[config.mk]
export PLATFORM = sky130hd
export DESIGN_NAME = lane_crossbar_fifo_sync_status
export DESIGN_NICKNAME = d
export VERILOG_FILES = /design/src/verilog/lane_xbar_pkg.sv /design/src/verilog/flag_sync.sv /design/src/verilog/lane_mux.sv /design/src/verilog/lane_crossbar_fifo_sync_status.sv
export SDC_FILE = /design/constraint.sdc
export NUM_CORES = 1
export LEC_CHECK = 0
export BUFFER_PORTS_ARGS = -buffer_cell sky130_fd_sc_hd__clkbuf_2
export CAP_MARGIN = 0
export CORE_ASPECT_RATIO = 0.6
export CORE_MARGIN = 5
export CORE_UTILIZATION = 49
export CTS_CLUSTER_DIAMETER = 30
export DETAILED_ROUTE_END_ITERATION = 16
export HOLD_SLACK_MARGIN = 0.02
export PLACE_DENSITY = 0.78
export RECOVER_POWER = 50
export SYNTH_ARGS = -nofsm -noshare
export SYNTH_HDL_FRONTEND = slang
export SYNTH_HIERARCHICAL = 1
export SYNTH_SLANG_ARGS = --single-unit
[constraint.sdc]
create_clock -name clk_i -period 3.2 [get_ports clk_i]
set_input_delay 0.16 -clock clk_i [delete_from_list [all_inputs] [get_ports clk_i]]
set_output_delay 0.16 -clock clk_i [all_outputs]
set_load 0.02 [all_outputs]
[src/verilog/lane_xbar_pkg.sv]
// Package: register offsets, field positions and reset values of the lane status block
package lane_xbar_pkg;
	localparam int          LANES          = 8;
	localparam int          SEL_W          = 3;
	localparam int          DATA_W         = 8;
	// One register per 32-bit word, so byte address = 4 * index
	localparam logic [11:0] IDX_FULL       = 12'h30C;
	localparam logic [11:0] IDX_EMPTY      = 12'h30D;
	localparam logic [11:0] IDX_SYNC_MASK  = 12'h311;
	localparam logic [11:0] IDX_LANE6_SRC  = 12'h30E;
	localparam logic [11:0] IDX_IRQ_STAT   = 12'h320;
	localparam logic [11:0] IDX_IRQ_MASK   = 12'h321;
	localparam int          ADDR_W         = 14;
	localparam int          BIT_FRAME_EN   = 0;
	localparam int          BIT_MF_EN      = 2;
	localparam logic [7:0]  SYNC_MASK_WMSK = 8'h05;
	localparam logic [2:0]  LANE6_SRC_RST  = 3'h6;
	localparam logic [7:0]  ZERO8          = 8'h00;
	// Interrupt status bits
	localparam int          IRQ_FRAME_LOSS = 0;
	localparam int          IRQ_MF_LOSS    = 1;
	localparam int          IRQ_ANY_FULL   = 2;
	localparam int          IRQ_W          = 3;
	localparam logic [2:0]  IRQ_RST        = 3'h0;

	function automatic logic [ADDR_W-1:0] byte_addr(input logic [11:0] idx);
		byte_addr = {idx, 2'h0};
	endfunction
endpackage

[src/verilog/flag_sync.sv]
// Two-flop synchroniser for a vector of asynchronous status levels
`timescale 1ns/10ps
`default_nettype none
module flag_sync (
	input  wire logic                            clk_i,  // System clock
	input  wire logic                            rst_i,  // Synchronous reset
	input  wire logic                            ce_i,   // Clock enable
	input  wire logic [lane_xbar_pkg::DATA_W-1:0] d_i,    // Asynchronous levels
	output logic      [lane_xbar_pkg::DATA_W-1:0] q_o     // Synchronised levels
);
	import lane_xbar_pkg::*;
	logic [DATA_W-1:0] meta_r;

	// First stage feeds only the second stage
	always_ff @(posedge clk_i) begin
		if (rst_i) begin
			meta_r <= ZERO8;
			q_o    <= ZERO8;
		end else if (ce_i) begin
			meta_r <= d_i;
			q_o    <= meta_r;
		end
	end
endmodule
`default_nettype wire

[src/verilog/lane_mux.sv]
// Eight-way lane selector with registered output
`timescale 1ns/10ps
`default_nettype none
module lane_mux (
	input  wire logic                            clk_i,  // System clock
	input  wire logic                            rst_i,  // Synchronous reset
	input  wire logic                            ce_i,   // Clock enable
	input  wire logic [lane_xbar_pkg::SEL_W-1:0]  sel_i,  // Source pair index
	input  wire logic [lane_xbar_pkg::LANES-1:0]  pair_i, // Physical pair data bits
	output logic                                 lane_o  // Selected lane bit
);
	import lane_xbar_pkg::*;

	always_ff @(posedge clk_i) begin
		if (rst_i) begin
			lane_o <= 1'b0;
		end else if (ce_i) begin
			lane_o <= pair_i[sel_i];
		end
	end
endmodule
`default_nettype wire

[src/verilog/lane_crossbar_fifo_sync_status.sv]
// Lane 6 crossbar entry, FIFO status flags and sync request masking over Wishbone
// Overview of operation
// - Logical lane 6 carries the pair picked by the 3-bit select; reset picks 6.
// - Read-only full vector, bit n for pair n FIFO, resets zero.
// - Read-only empty vector, bit n for pair n FIFO, resets zero.
// - Mask bit 2 set lets multiframe loss raise sync request; resets 0.
// - Mask bit 0 set lets frame loss raise sync request; clear blocks it.
`timescale 1ns/10ps
`default_nettype none
module lane_crossbar_fifo_sync_status (
	input  wire logic                             clk_i,          // 125 MHz clock
	input  wire logic                             rst_i,          // Synchronous reset, active high
	input  wire logic                             ce_i,           // Clock enable, freezes state when low
	input  wire logic                             cyc_i,          // Wishbone cycle
	input  wire logic                             stb_i,          // Wishbone strobe
	input  wire logic                             we_i,           // Wishbone write enable
	input  wire logic [lane_xbar_pkg::ADDR_W-1:0]  adr_i,          // Wishbone byte address
	input  wire logic [3:0]                       sel_i,          // Wishbone byte selects
	input  wire logic [31:0]                      dat_i,          // Wishbone write data
	output logic      [31:0]                      dat_o,          // Wishbone read data
	output logic                                  ack_o,          // Wishbone acknowledge
	output logic                                  err_o,          // Wishbone error, unmapped address
	input  wire logic [lane_xbar_pkg::LANES-1:0]   serial_pair_i,  // Recovered bits of pairs 0..7
	output logic                                  logical_lane6_o,// Lane 6 data bit
	input  wire logic [lane_xbar_pkg::LANES-1:0]   fifo_full_i,    // Per-pair FIFO full, async
	input  wire logic [lane_xbar_pkg::LANES-1:0]   fifo_empty_i,   // Per-pair FIFO empty, async
	input  wire logic                             frame_loss_i,   // Deframer zero loss of frame
	input  wire logic                             mf_loss_i,      // Deframer zero loss of multiframe
	output logic                                  sync_request_out_o, // Sync request, active high
	output logic                                  irq_o           // Level interrupt
);
	import lane_xbar_pkg::*;

	logic [SEL_W-1:0]  logical_lane6_source_r;
	logic [7:0]        sync_loss_mask_r;
	logic [IRQ_W-1:0]  irq_stat_r;
	logic [IRQ_W-1:0]  irq_mask_r;
	logic [IRQ_W-1:0]  irq_evt;
	logic [DATA_W-1:0] full_s;
	logic [DATA_W-1:0] empty_s;
	logic [1:0]        loss_meta_r;
	logic [1:0]        loss_s_r;
	logic              req;
	logic              wr;
	logic              rd_hit;
	logic [31:0]       rd_nxt;
	logic [DATA_W-1:0] full_prev_r;

	flag_sync u_full_sync (
		.clk_i (clk_i),
		.rst_i (rst_i),
		.ce_i  (ce_i),
		.d_i   (fifo_full_i),
		.q_o   (full_s)
	);

	flag_sync u_empty_sync (
		.clk_i (clk_i),
		.rst_i (rst_i),
		.ce_i  (ce_i),
		.d_i   (fifo_empty_i),
		.q_o   (empty_s)
	);

	lane_mux u_lane6 (
		.clk_i  (clk_i),
		.rst_i  (rst_i),
		.ce_i   (ce_i),
		.sel_i  (logical_lane6_source_r),
		.pair_i (serial_pair_i),
		.lane_o (logical_lane6_o)
	);

	// Deframer loss flags arrive from the link side; two flops each
	always_ff @(posedge clk_i) begin
		if (rst_i) begin
			loss_meta_r <= 2'h0;
			loss_s_r    <= 2'h0;
		end else if (ce_i) begin
			loss_meta_r <= {mf_loss_i, frame_loss_i};
			loss_s_r    <= loss_meta_r;
		end
	end

	// Bus decode; one access per ack, ack drops the cycle after it is given
	assign req = cyc_i && stb_i && !ack_o && !err_o;
	assign wr  = req && we_i && sel_i[0];

	function automatic logic hit(input logic [ADDR_W-1:0] a, input logic [11:0] idx);
		hit = (a == byte_addr(idx));
	endfunction

	always_comb begin
		rd_hit = 1'b1;
		rd_nxt = 32'h0000_0000;
		if (hit(adr_i, IDX_FULL)) begin
			rd_nxt[DATA_W-1:0] = full_s;
		end else if (hit(adr_i, IDX_EMPTY)) begin
			rd_nxt[DATA_W-1:0] = empty_s;
		end else if (hit(adr_i, IDX_SYNC_MASK)) begin
			rd_nxt[DATA_W-1:0] = sync_loss_mask_r;
		end else if (hit(adr_i, IDX_LANE6_SRC)) begin
			rd_nxt[SEL_W-1:0] = logical_lane6_source_r;
		end else if (hit(adr_i, IDX_IRQ_STAT)) begin
			rd_nxt[IRQ_W-1:0] = irq_stat_r;
		end else if (hit(adr_i, IDX_IRQ_MASK)) begin
			rd_nxt[IRQ_W-1:0] = irq_mask_r;
		end else begin
			rd_hit = 1'b0;
		end
	end

	always_ff @(posedge clk_i) begin
		if (rst_i) begin
			ack_o <= 1'b0;
			err_o <= 1'b0;
			dat_o <= 32'h0000_0000;
		end else if (ce_i) begin
			ack_o <= req && rd_hit;
			err_o <= req && !rd_hit;
			if (req && rd_hit && !we_i) begin
				dat_o <= rd_nxt;
			end
		end
	end

	always_ff @(posedge clk_i) begin
		if (rst_i) begin
			logical_lane6_source_r <= LANE6_SRC_RST;
		end else if (ce_i && wr && hit(adr_i, IDX_LANE6_SRC)) begin
			logical_lane6_source_r <= dat_i[SEL_W-1:0];
		end
	end

	// Reserved bits of the mask register stay zero
	always_ff @(posedge clk_i) begin
		if (rst_i) begin
			sync_loss_mask_r <= ZERO8;
		end else if (ce_i && wr && hit(adr_i, IDX_SYNC_MASK)) begin
			sync_loss_mask_r <= dat_i[DATA_W-1:0] & SYNC_MASK_WMSK;
		end
	end

	always_ff @(posedge clk_i) begin
		if (rst_i) begin
			irq_mask_r <= IRQ_RST;
		end else if (ce_i && wr && hit(adr_i, IDX_IRQ_MASK)) begin
			irq_mask_r <= dat_i[IRQ_W-1:0];
		end
	end

	// Sync request is a registered level so it never glitches at the pin
	always_ff @(posedge clk_i) begin
		if (rst_i) begin
			sync_request_out_o <= 1'b0;
		end else if (ce_i) begin
			sync_request_out_o <= (sync_loss_mask_r[BIT_MF_EN] && loss_s_r[1])
				|| (sync_loss_mask_r[BIT_FRAME_EN] && loss_s_r[0]);
		end
	end

	always_ff @(posedge clk_i) begin
		if (rst_i) begin
			full_prev_r <= ZERO8;
		end else if (ce_i) begin
			full_prev_r <= full_s;
		end
	end

	always_comb begin
		irq_evt                 = IRQ_RST;
		irq_evt[IRQ_FRAME_LOSS] = loss_s_r[0];
		irq_evt[IRQ_MF_LOSS]    = loss_s_r[1];
		irq_evt[IRQ_ANY_FULL]   = |(full_s & ~full_prev_r);
	end

	// Write-one-to-clear; a new event in the same cycle wins
	always_ff @(posedge clk_i) begin
		if (rst_i) begin
			irq_stat_r <= IRQ_RST;
		end else if (ce_i) begin
			if (wr && hit(adr_i, IDX_IRQ_STAT)) begin
				irq_stat_r <= (irq_stat_r & ~dat_i[IRQ_W-1:0]) | irq_evt;
			end else begin
				irq_stat_r <= irq_stat_r | irq_evt;
			end
		end
	end

	assign irq_o = |(irq_stat_r & irq_mask_r);
endmodule
`default_nettype wire

==> flow_summary.toml, run 1 <==
[cells_and_area]
instances_no_fill = 490
layout_common_cells = "nor2_1, dfxtp_1, mux2i_1"
drive_gt1_share_pct = 18.2
n_antenna_cell = 0
area_delta_synth_final_pct = 12.2
layout_commonest_cell = "nor2_1"
multiInputGateArea_sq_mm = 0.00160
final_util_pct = 57.8
final_nets = 483
seq_area_sq_mm = 0.00134
final.fill_count = 584

[timing]
skew_ns = 0.00540
timing.setup.tns_ns = 0
whs_ns = 0.0491
fin_crit_sh_pct = 61.4
drv_slew = 52
slew_headroom_pct = -1.76
hold_viol = 0
finalWorstSetupSlack_ns = 1.24
fmax_mhz = 509
rsz0062_at_grt = "false"
period_needed_ns = 1.96
worstMarginPinSlew_ns = 1.53
finalSetupViolCount = 0

[yosys]
ys_warn_count = 6
ys_seq_elements = 67
ys_types = 50
synthSimpleGateAreaFrac_pct = 17.6
async_flop_share_pct = 0
synth_fa_ha_area_share_pct = 0
synth_top_family_by_area = "multiplexers"
synth_mux_area_share_pct = 20.6
synth-compound-area-share_pct = 8.82
ys.flop_type = "dfxtp_1"
synth_edf_count = 0
avgSynthCellArea_sq_um = 9.33
netlist_area_sq_mm = 0.00322
synth_sequential_area_ratio_pct = 41.7
synthCells = 345
synthXorXnorAreaFrac_pct = 0

[critical_path]
rr_startpoint = "err_o"
ff2ff_path_depth = 6
cp-end-kind = "flip-flop"
cp_max_fo = 51
r2r-end = "dat_o[6]"
startpoint_type = "input port"
arrival_ns = 2.19
critical_path_required_ns = 3.42
worstSetupPathType = "in2reg"
ff2ff_setup_slack_ns = 1.36

[flow_run]
cap_violations = 1

[detailed_routing]
via_per_inst = 5.14
drt-initial-drc-count = 202
drt_first_pass_iters = 4
vias = 2517
wirelength_um = 7200
routedWlPerCell_um = 14.7
drc = 0
ant_nets = 0

[floorplan]
initial_utilization_pct = 51.5
die_height_um = 72.8
die_area_sq_mm = 0.00834
num_rows = 22
core_area_sq_mm = 0.00625
io_pins = 119
die_w_um = 115

[worst_hold_path]
worstHoldStart = "fifo_full_i[2]"
holdPathEnd = "u_full_sync/meta_r[2]"
min_path_cells = 3
hp-class = "in2reg"

[cts]
cts_buffer_depth = 2
post_cts_buffers = 0
postCtsHoldBufs = 0
root_buffer = "clkbuf_8"
cts_tree = "done"
htree_levels = 3
cts-resized-gates = 0
clkTransAtPathRegs_ns = 0.07
cts_made_buffers = 9
clock_latency_ns = 0.34
cts_sinks = 67

[power_and_ir_drop]
clock_power_share_pct = 39.5
p_comb_share_pct = 10.2
seqPwrFrac_pct = 50.3
p_per_area_mw_per_mm2 = 484
power_switching_mw = 0.435
swShare_pct = 24.9
leakage_nw = 1.60
ir_drop_v = 0.000297
internal-power_mw = 1.31

[global_routing]
grt_pass1_vias = 2281
grt_max_degree = 52
grt.total_usage_pct = 17.8
grt_first_pass_wirelength_um = 11400
antenna_found_initial = 0
grt-ovfl-total = 0

[outcome]
outcome = "finished with violations"
violations = "max-capacitance violations, max-slew violations"

[placement]
placed_cells = 474
routabilityCongestion = 0.894
dp_hpwl_um = 5290
port_buffers = 62
dp_slack_ns = 1.07
[synthesized netlist by cell type (2+ instances only)]
cell	number	share of area (%)
o21ai_0	2	0.31
a211o_1	2	0.54
a21oi_1	9	1.4
inv_1	14	1.6
nand3_1	6	0.93
mux2i_1	64	20
a22oi_1	2	0.47
nor4_2	2	0.78
a22o_1	2	0.54
nand2_1	13	1.5
o22ai_1	4	0.78
nor3b_1	2	0.47
a21o_1	3	0.70
clkbuf_1	6	0.70
a31oi_1	2	0.39
buf_2	4	0.62
buf_6	2	0.70
o21ai_1	3	0.47
o21bai_1	2	0.47
nor2b_1	4	0.78
nor3_1	2	0.31
dfxtp_1	67	42
buf_12	2	1.2
buf_1	3	0.35
nor4bb_1	2	0.62
buf_4	25	5.8
nand2b_1	2	0.39
nor2_1	70	8.2
or4_1	3	0.70
[registers in the layout, summed over array words and instances, names as in the netlist]
signal                  flops
ack_o                       1
dat_o                       8
err_o                       1
full_prev_r                 8
irq_mask_r                  3
irq_stat_r                  3
logical_lane6_source_r      3
loss_meta_r                 2
loss_s_r                    2
sync_loss_mask_r            2
sync_request_out_o          1
u_empty_sync/meta_r         8
u_empty_sync/q_o            8
u_full_sync/meta_r          8
u_full_sync/q_o             8
u_lane6/lane_o              1
[per-layer routing]
layer  global-route usage [%]  routed length [um]  share of wire (%)
met5                        0                   0                  0
met4                     6.32                  29               0.40
met3                     7.21                 778                 11
met2                     23.7                3030                 42
met1                     25.6                3360                 47
[kinds of logic (layout without fill, tap and decap cells)]
group	Yosys count	after routing
simple gates	115	115
mux	65	65
buf+inv	57	95
other cells	1	24
compound gates	40	40
flops	67	67
[layout make-up]
class / count / share of cell area (%)
clock buffer: 12 / 4.02
clock inverter: 4 / 1.39
inverter: 14 / 1.46
multi-input combinational: 244 / 44.4
sequential: 67 / 37.1
tap: 84 / 2.91
timing repair buffer: 65 / 8.70
[through the flow]
stage | power (mW) | cell area, sq um
3_3_place_gp | 1.07 | 3430
6_report | 1.75 | 3610
4_1_cts | 1.77 | 3630
3_5_place_dp | 1.07 | 3430
5_1_grt | 1.84 | 3610
2_1_floorplan | 1.04 | 3310
[power by group through the flow]
| stage | logic, mW | registers [mW] | clock network, mW |
|---|---|---|---|
| final | 0.178 | 0.879 | 0.689 |
| after CTS | 0.177 | 0.879 | 0.712 |
| after floorplan | 0.149 | 0.894 | 0 |
| after detailed placement | 0.176 | 0.898 | 0 |
| after global routing | 0.199 | 0.882 | 0.757 |
| after global placement | 0.172 | 0.897 | 0 |
[worst max-delay path: stages]
cell and delay (ns):
clkbuf_1 0.22, clkbuf_2 1.18, inv_1 0.21, a221oi_1 0.31
nor3_1 0.09
[how the worst max path moves through the flow]
stage,startpoint,end,slack [ns],cells past startpoint
after global routing,ce_i,sync_request_out_o,1.05,5
after floorplan,adr_i[4],irq_stat_r[0],1.48,5
after detailed placement,adr_i[2],dat_o[3],1.07,7
final,ce_i,sync_request_out_o,1.24,5
after global placement,adr_i[2],dat_o[4],1.06,7
after CTS,err_o,dat_o[6],1.34,6
Note: power is estimated with default switching activity, not from simulation.
==> inputs of run 2 (changes only) <==
--- a/config.mk
+++ b/config.mk
@@ -5,6 +5,7 @@
 export SDC_FILE = /design/constraint.sdc
 export NUM_CORES = 1
 export LEC_CHECK = 0
+export ABC_AREA = 1
 export BUFFER_PORTS_ARGS = -buffer_cell sky130_fd_sc_hd__clkbuf_2
 export CAP_MARGIN = 0
 export CORE_ASPECT_RATIO = 0.6
@@ -13,7 +14,7 @@
 export CTS_CLUSTER_DIAMETER = 30
 export DETAILED_ROUTE_END_ITERATION = 16
 export HOLD_SLACK_MARGIN = 0.02
-export PLACE_DENSITY = 0.78
+export PLACE_DENSITY = 0.77
 export RECOVER_POWER = 50
 export SYNTH_ARGS = -nofsm -noshare
 export SYNTH_HDL_FRONTEND = slang
==> constraint.sdc (replaced) <==
create_clock -name clk_i -period 1.81 [get_ports clk_i]
set_input_delay 0.0905 -clock clk_i [delete_from_list [all_inputs] [get_ports clk_i]]
set_output_delay 0.0905 -clock clk_i [all_outputs]
set_load 0.02 [all_outputs]
==> run 2 against run 1 <==
Effect of this change: critical path depth up 3; synthesized cell count up 49%; wire length up 5.9%; sequential share of layout area down 4.2 points; the run now ends clean; via count up 23%; largest power group unchanged.
==> flow_summary.toml, run 2 <==
[critical_path]
cp-end-kind = "flip-flop"
critPathLaunch = "err_o"
rr_startpoint = "err_o"
max_stage_delay_ns = 0.32
ff2ff_setup_slack_ns = 0.16
crit_chain = "nor3_1 > nand2_1 > inv_2 > nand3_2 > nor4_4 > buf_4 > nor2_1 > a211oi_1"
r2r-end = "irq_mask_r[2]"
worstSetupPathType = "reg2reg"
cp_max_fo = 6
slowest_stage = "dfxtp_1"
startpoint_type = "flip-flop"
arrival_ns = 1.88
ff2ff_path_depth = 8
critical_path_required_ns = 2.05
crit_end = "irq_mask_r[2]"

[global_routing]
grt_first_pass_wirelength_um = 12600
antenna_found_initial = 0
grt_pass1_vias = 2793
grt.total_usage_pct = 16.9
grt_max_degree = 89
grt-ovfl-total = 0

[yosys]
synthTopCellsByCount = "nand2_1, nor2_1, inv_1"
yosysTopAreaCell = "dfxtp_1"
synth_sequential_area_ratio_pct = 37.8
ys.flop_type = "dfxtp_1"
synthTopCellsByArea = "dfxtp_1, nand2_1, nor2_1"
avgSynthCellArea_sq_um = 6.91
synth_edf_count = 0
ys_warn_count = 6
yosysTopAreaCellShare_pct = 37.8
ys_types = 40
async_flop_share_pct = 0
yosysMostFrequentCell = "nand2_1"
netlist_area_sq_mm = 0.00355
ys_seq_elements = 67
synthCells = 514

[timing]
slew_headroom_pct = 62.0
skew_ns = 0.00324
fmax_mhz = 608
rsz0062_at_grt = "false"
period_needed_ns = 1.65
worstMarginPinSlew_ns = 0.570
whs_ns = 0.0311
fin_crit_sh_pct = 90.9
timing.setup.tns_ns = 0
finalSetupViolCount = 0
hold_viol = 0
drv_slew = 0

[cells_and_area]
final_nets = 657
drive_gt1_share_pct = 20.9
n_antenna_cell = 0
area_delta_synth_final_pct = 14.5
layout_commonest_cell = "nand2_1"
layout_common_cells = "nand2_1, nor2_1, inv_1"

[detailed_routing]
drt_first_pass_iters = 4
ant_nets = 0
routedWlPerCell_um = 11.4
vias = 3105
wirelength_um = 7620
via_per_inst = 4.63
drc = 0
drt-initial-drc-count = 192

[cts]
cts_buffer_depth = 2
clkTransAtPathRegs_ns = 0.05
cts_sinks = 67
postCtsHoldBufs = 0
htree_levels = 3
cts_tree = "done"
root_buffer = "clkbuf_16"
clock_latency_ns = 0.33
cts_made_buffers = 9

[power_and_ir_drop]
leakage_nw = 2.02
ir_drop_v = 0.000445
p_per_area_mw_per_mm2 = 860

[floorplan]
core_area_sq_mm = 0.00715
die_w_um = 120
io_pins = 119
num_rows = 24
initial_utilization_pct = 49.7
die_height_um = 76.0
die_area_sq_mm = 0.00911

[placement]
routabilityCongestion = 0.895
port_buffers = 62
dp_hpwl_um = 5860

[worst_hold_path]
hp-class = "in2reg"

[outcome]
outcome = "finished, final reports clean"

[flow_run]
cap_violations = 0
-- run 2: changes by cell type after synthesis, sizes merged, moves of 21 or more --
| cell | previous run | this run |
|---|---|---|
| nand3 | 6 | 27 |
| mux2i | 64 | 0 |
| o21ai | 5 | 33 |
| nor2 | 70 | 93 |
| inv | 14 | 84 |
| nand2 | 13 | 119 |
-- run 2: report_power, final --
part,internal [mW],switching [mW]
combinational,0.126,0.242
sequential,1.55,0.0412
clock,0.919,0.623
total,2.59,0.906
-- run 2: cell type report --
class | count | area [sq um]
multi-input combinational | 347 | 1680
sequential | 67 | 1340
fill | 675 | 3080
clock buffer | 9 | 225
clock inverter | 7 | 43.8
timing repair buffer | 65 | 343
tap | 91 | 114
inverter | 85 | 322
-- run 2: worst min path at each step --
stage | startpoint | to | slack (ns) | cells past startpoint
floorplan | rst_i | irq_mask_r[0] | 0.17 | 1
global placement | mf_loss_i | loss_meta_r[1] | 0.34 | 3
detailed placement | mf_loss_i | loss_meta_r[1] | 0.34 | 3
CTS | fifo_empty_i[1] | u_empty_sync/meta_r[1] | 0.03 | 5
global route | frame_loss_i | loss_meta_r[0] | 0.04 | 3
finish | frame_loss_i | loss_meta_r[0] | 0.03 | 3
-- run 2: critical path: cells and delay by family (launching register included) --
family / cells / cell delay, ns
compound gates: 1 / 0.17
simple gates: 5 / 0.76
flops: 1 / 0.32
buf+inv: 2 / 0.31
-- run 2: metal layers --
| layer | wire length, um | up-vias | global-route usage (%) | share of wire [%] |
|---|---|---|---|---|
| li1 | - | 1665 | - | - |
| met1 | 3770 | 1332 | 23.4 | 49 |
| met2 | 3130 | 99 | 24.2 | 41 |
| met3 | 631 | 9 | 6.10 | 8.3 |
| met4 | 88 | 0 | 5.37 | 1.2 |
| met5 | 0 | - | 0 | 0 |
-- run 2: kinds of logic (layout without fill, tap and decap cells) --
kind of cell / after synthesis / after routing / synth area share, %
and+or+nand+nor: 253 / 253 / 33.3
buffers and inverters: 123 / 166 / 17.4
AOI/OAI and AO/OA: 70 / 70 / 11.4
DFF: 67 / 67 / 37.8
other: 1 / 24 / 0.106
-- run 2: what timing repair did --
item | 4_1_cts | 5_1_grt
resized for setup | 0 | 1
setup buffers | 0 | 1
setup endpoints to repair | 0 | 5
-- run 2: through the flow --
step	power (mW)	area (sq um)	setup WS, ns	std cells	util, %
after floorplan	1.92	3640	0.390	537	-
after global placement	1.98	3790	0.275	654	53.1
after detailed placement	1.99	3790	0.175	654	53.1
after CTS	3.53	4060	0.163	670	56.8
after global routing	3.67	4070	0.000924	671	56.9
final	3.50	4070	0.165	671	56.9
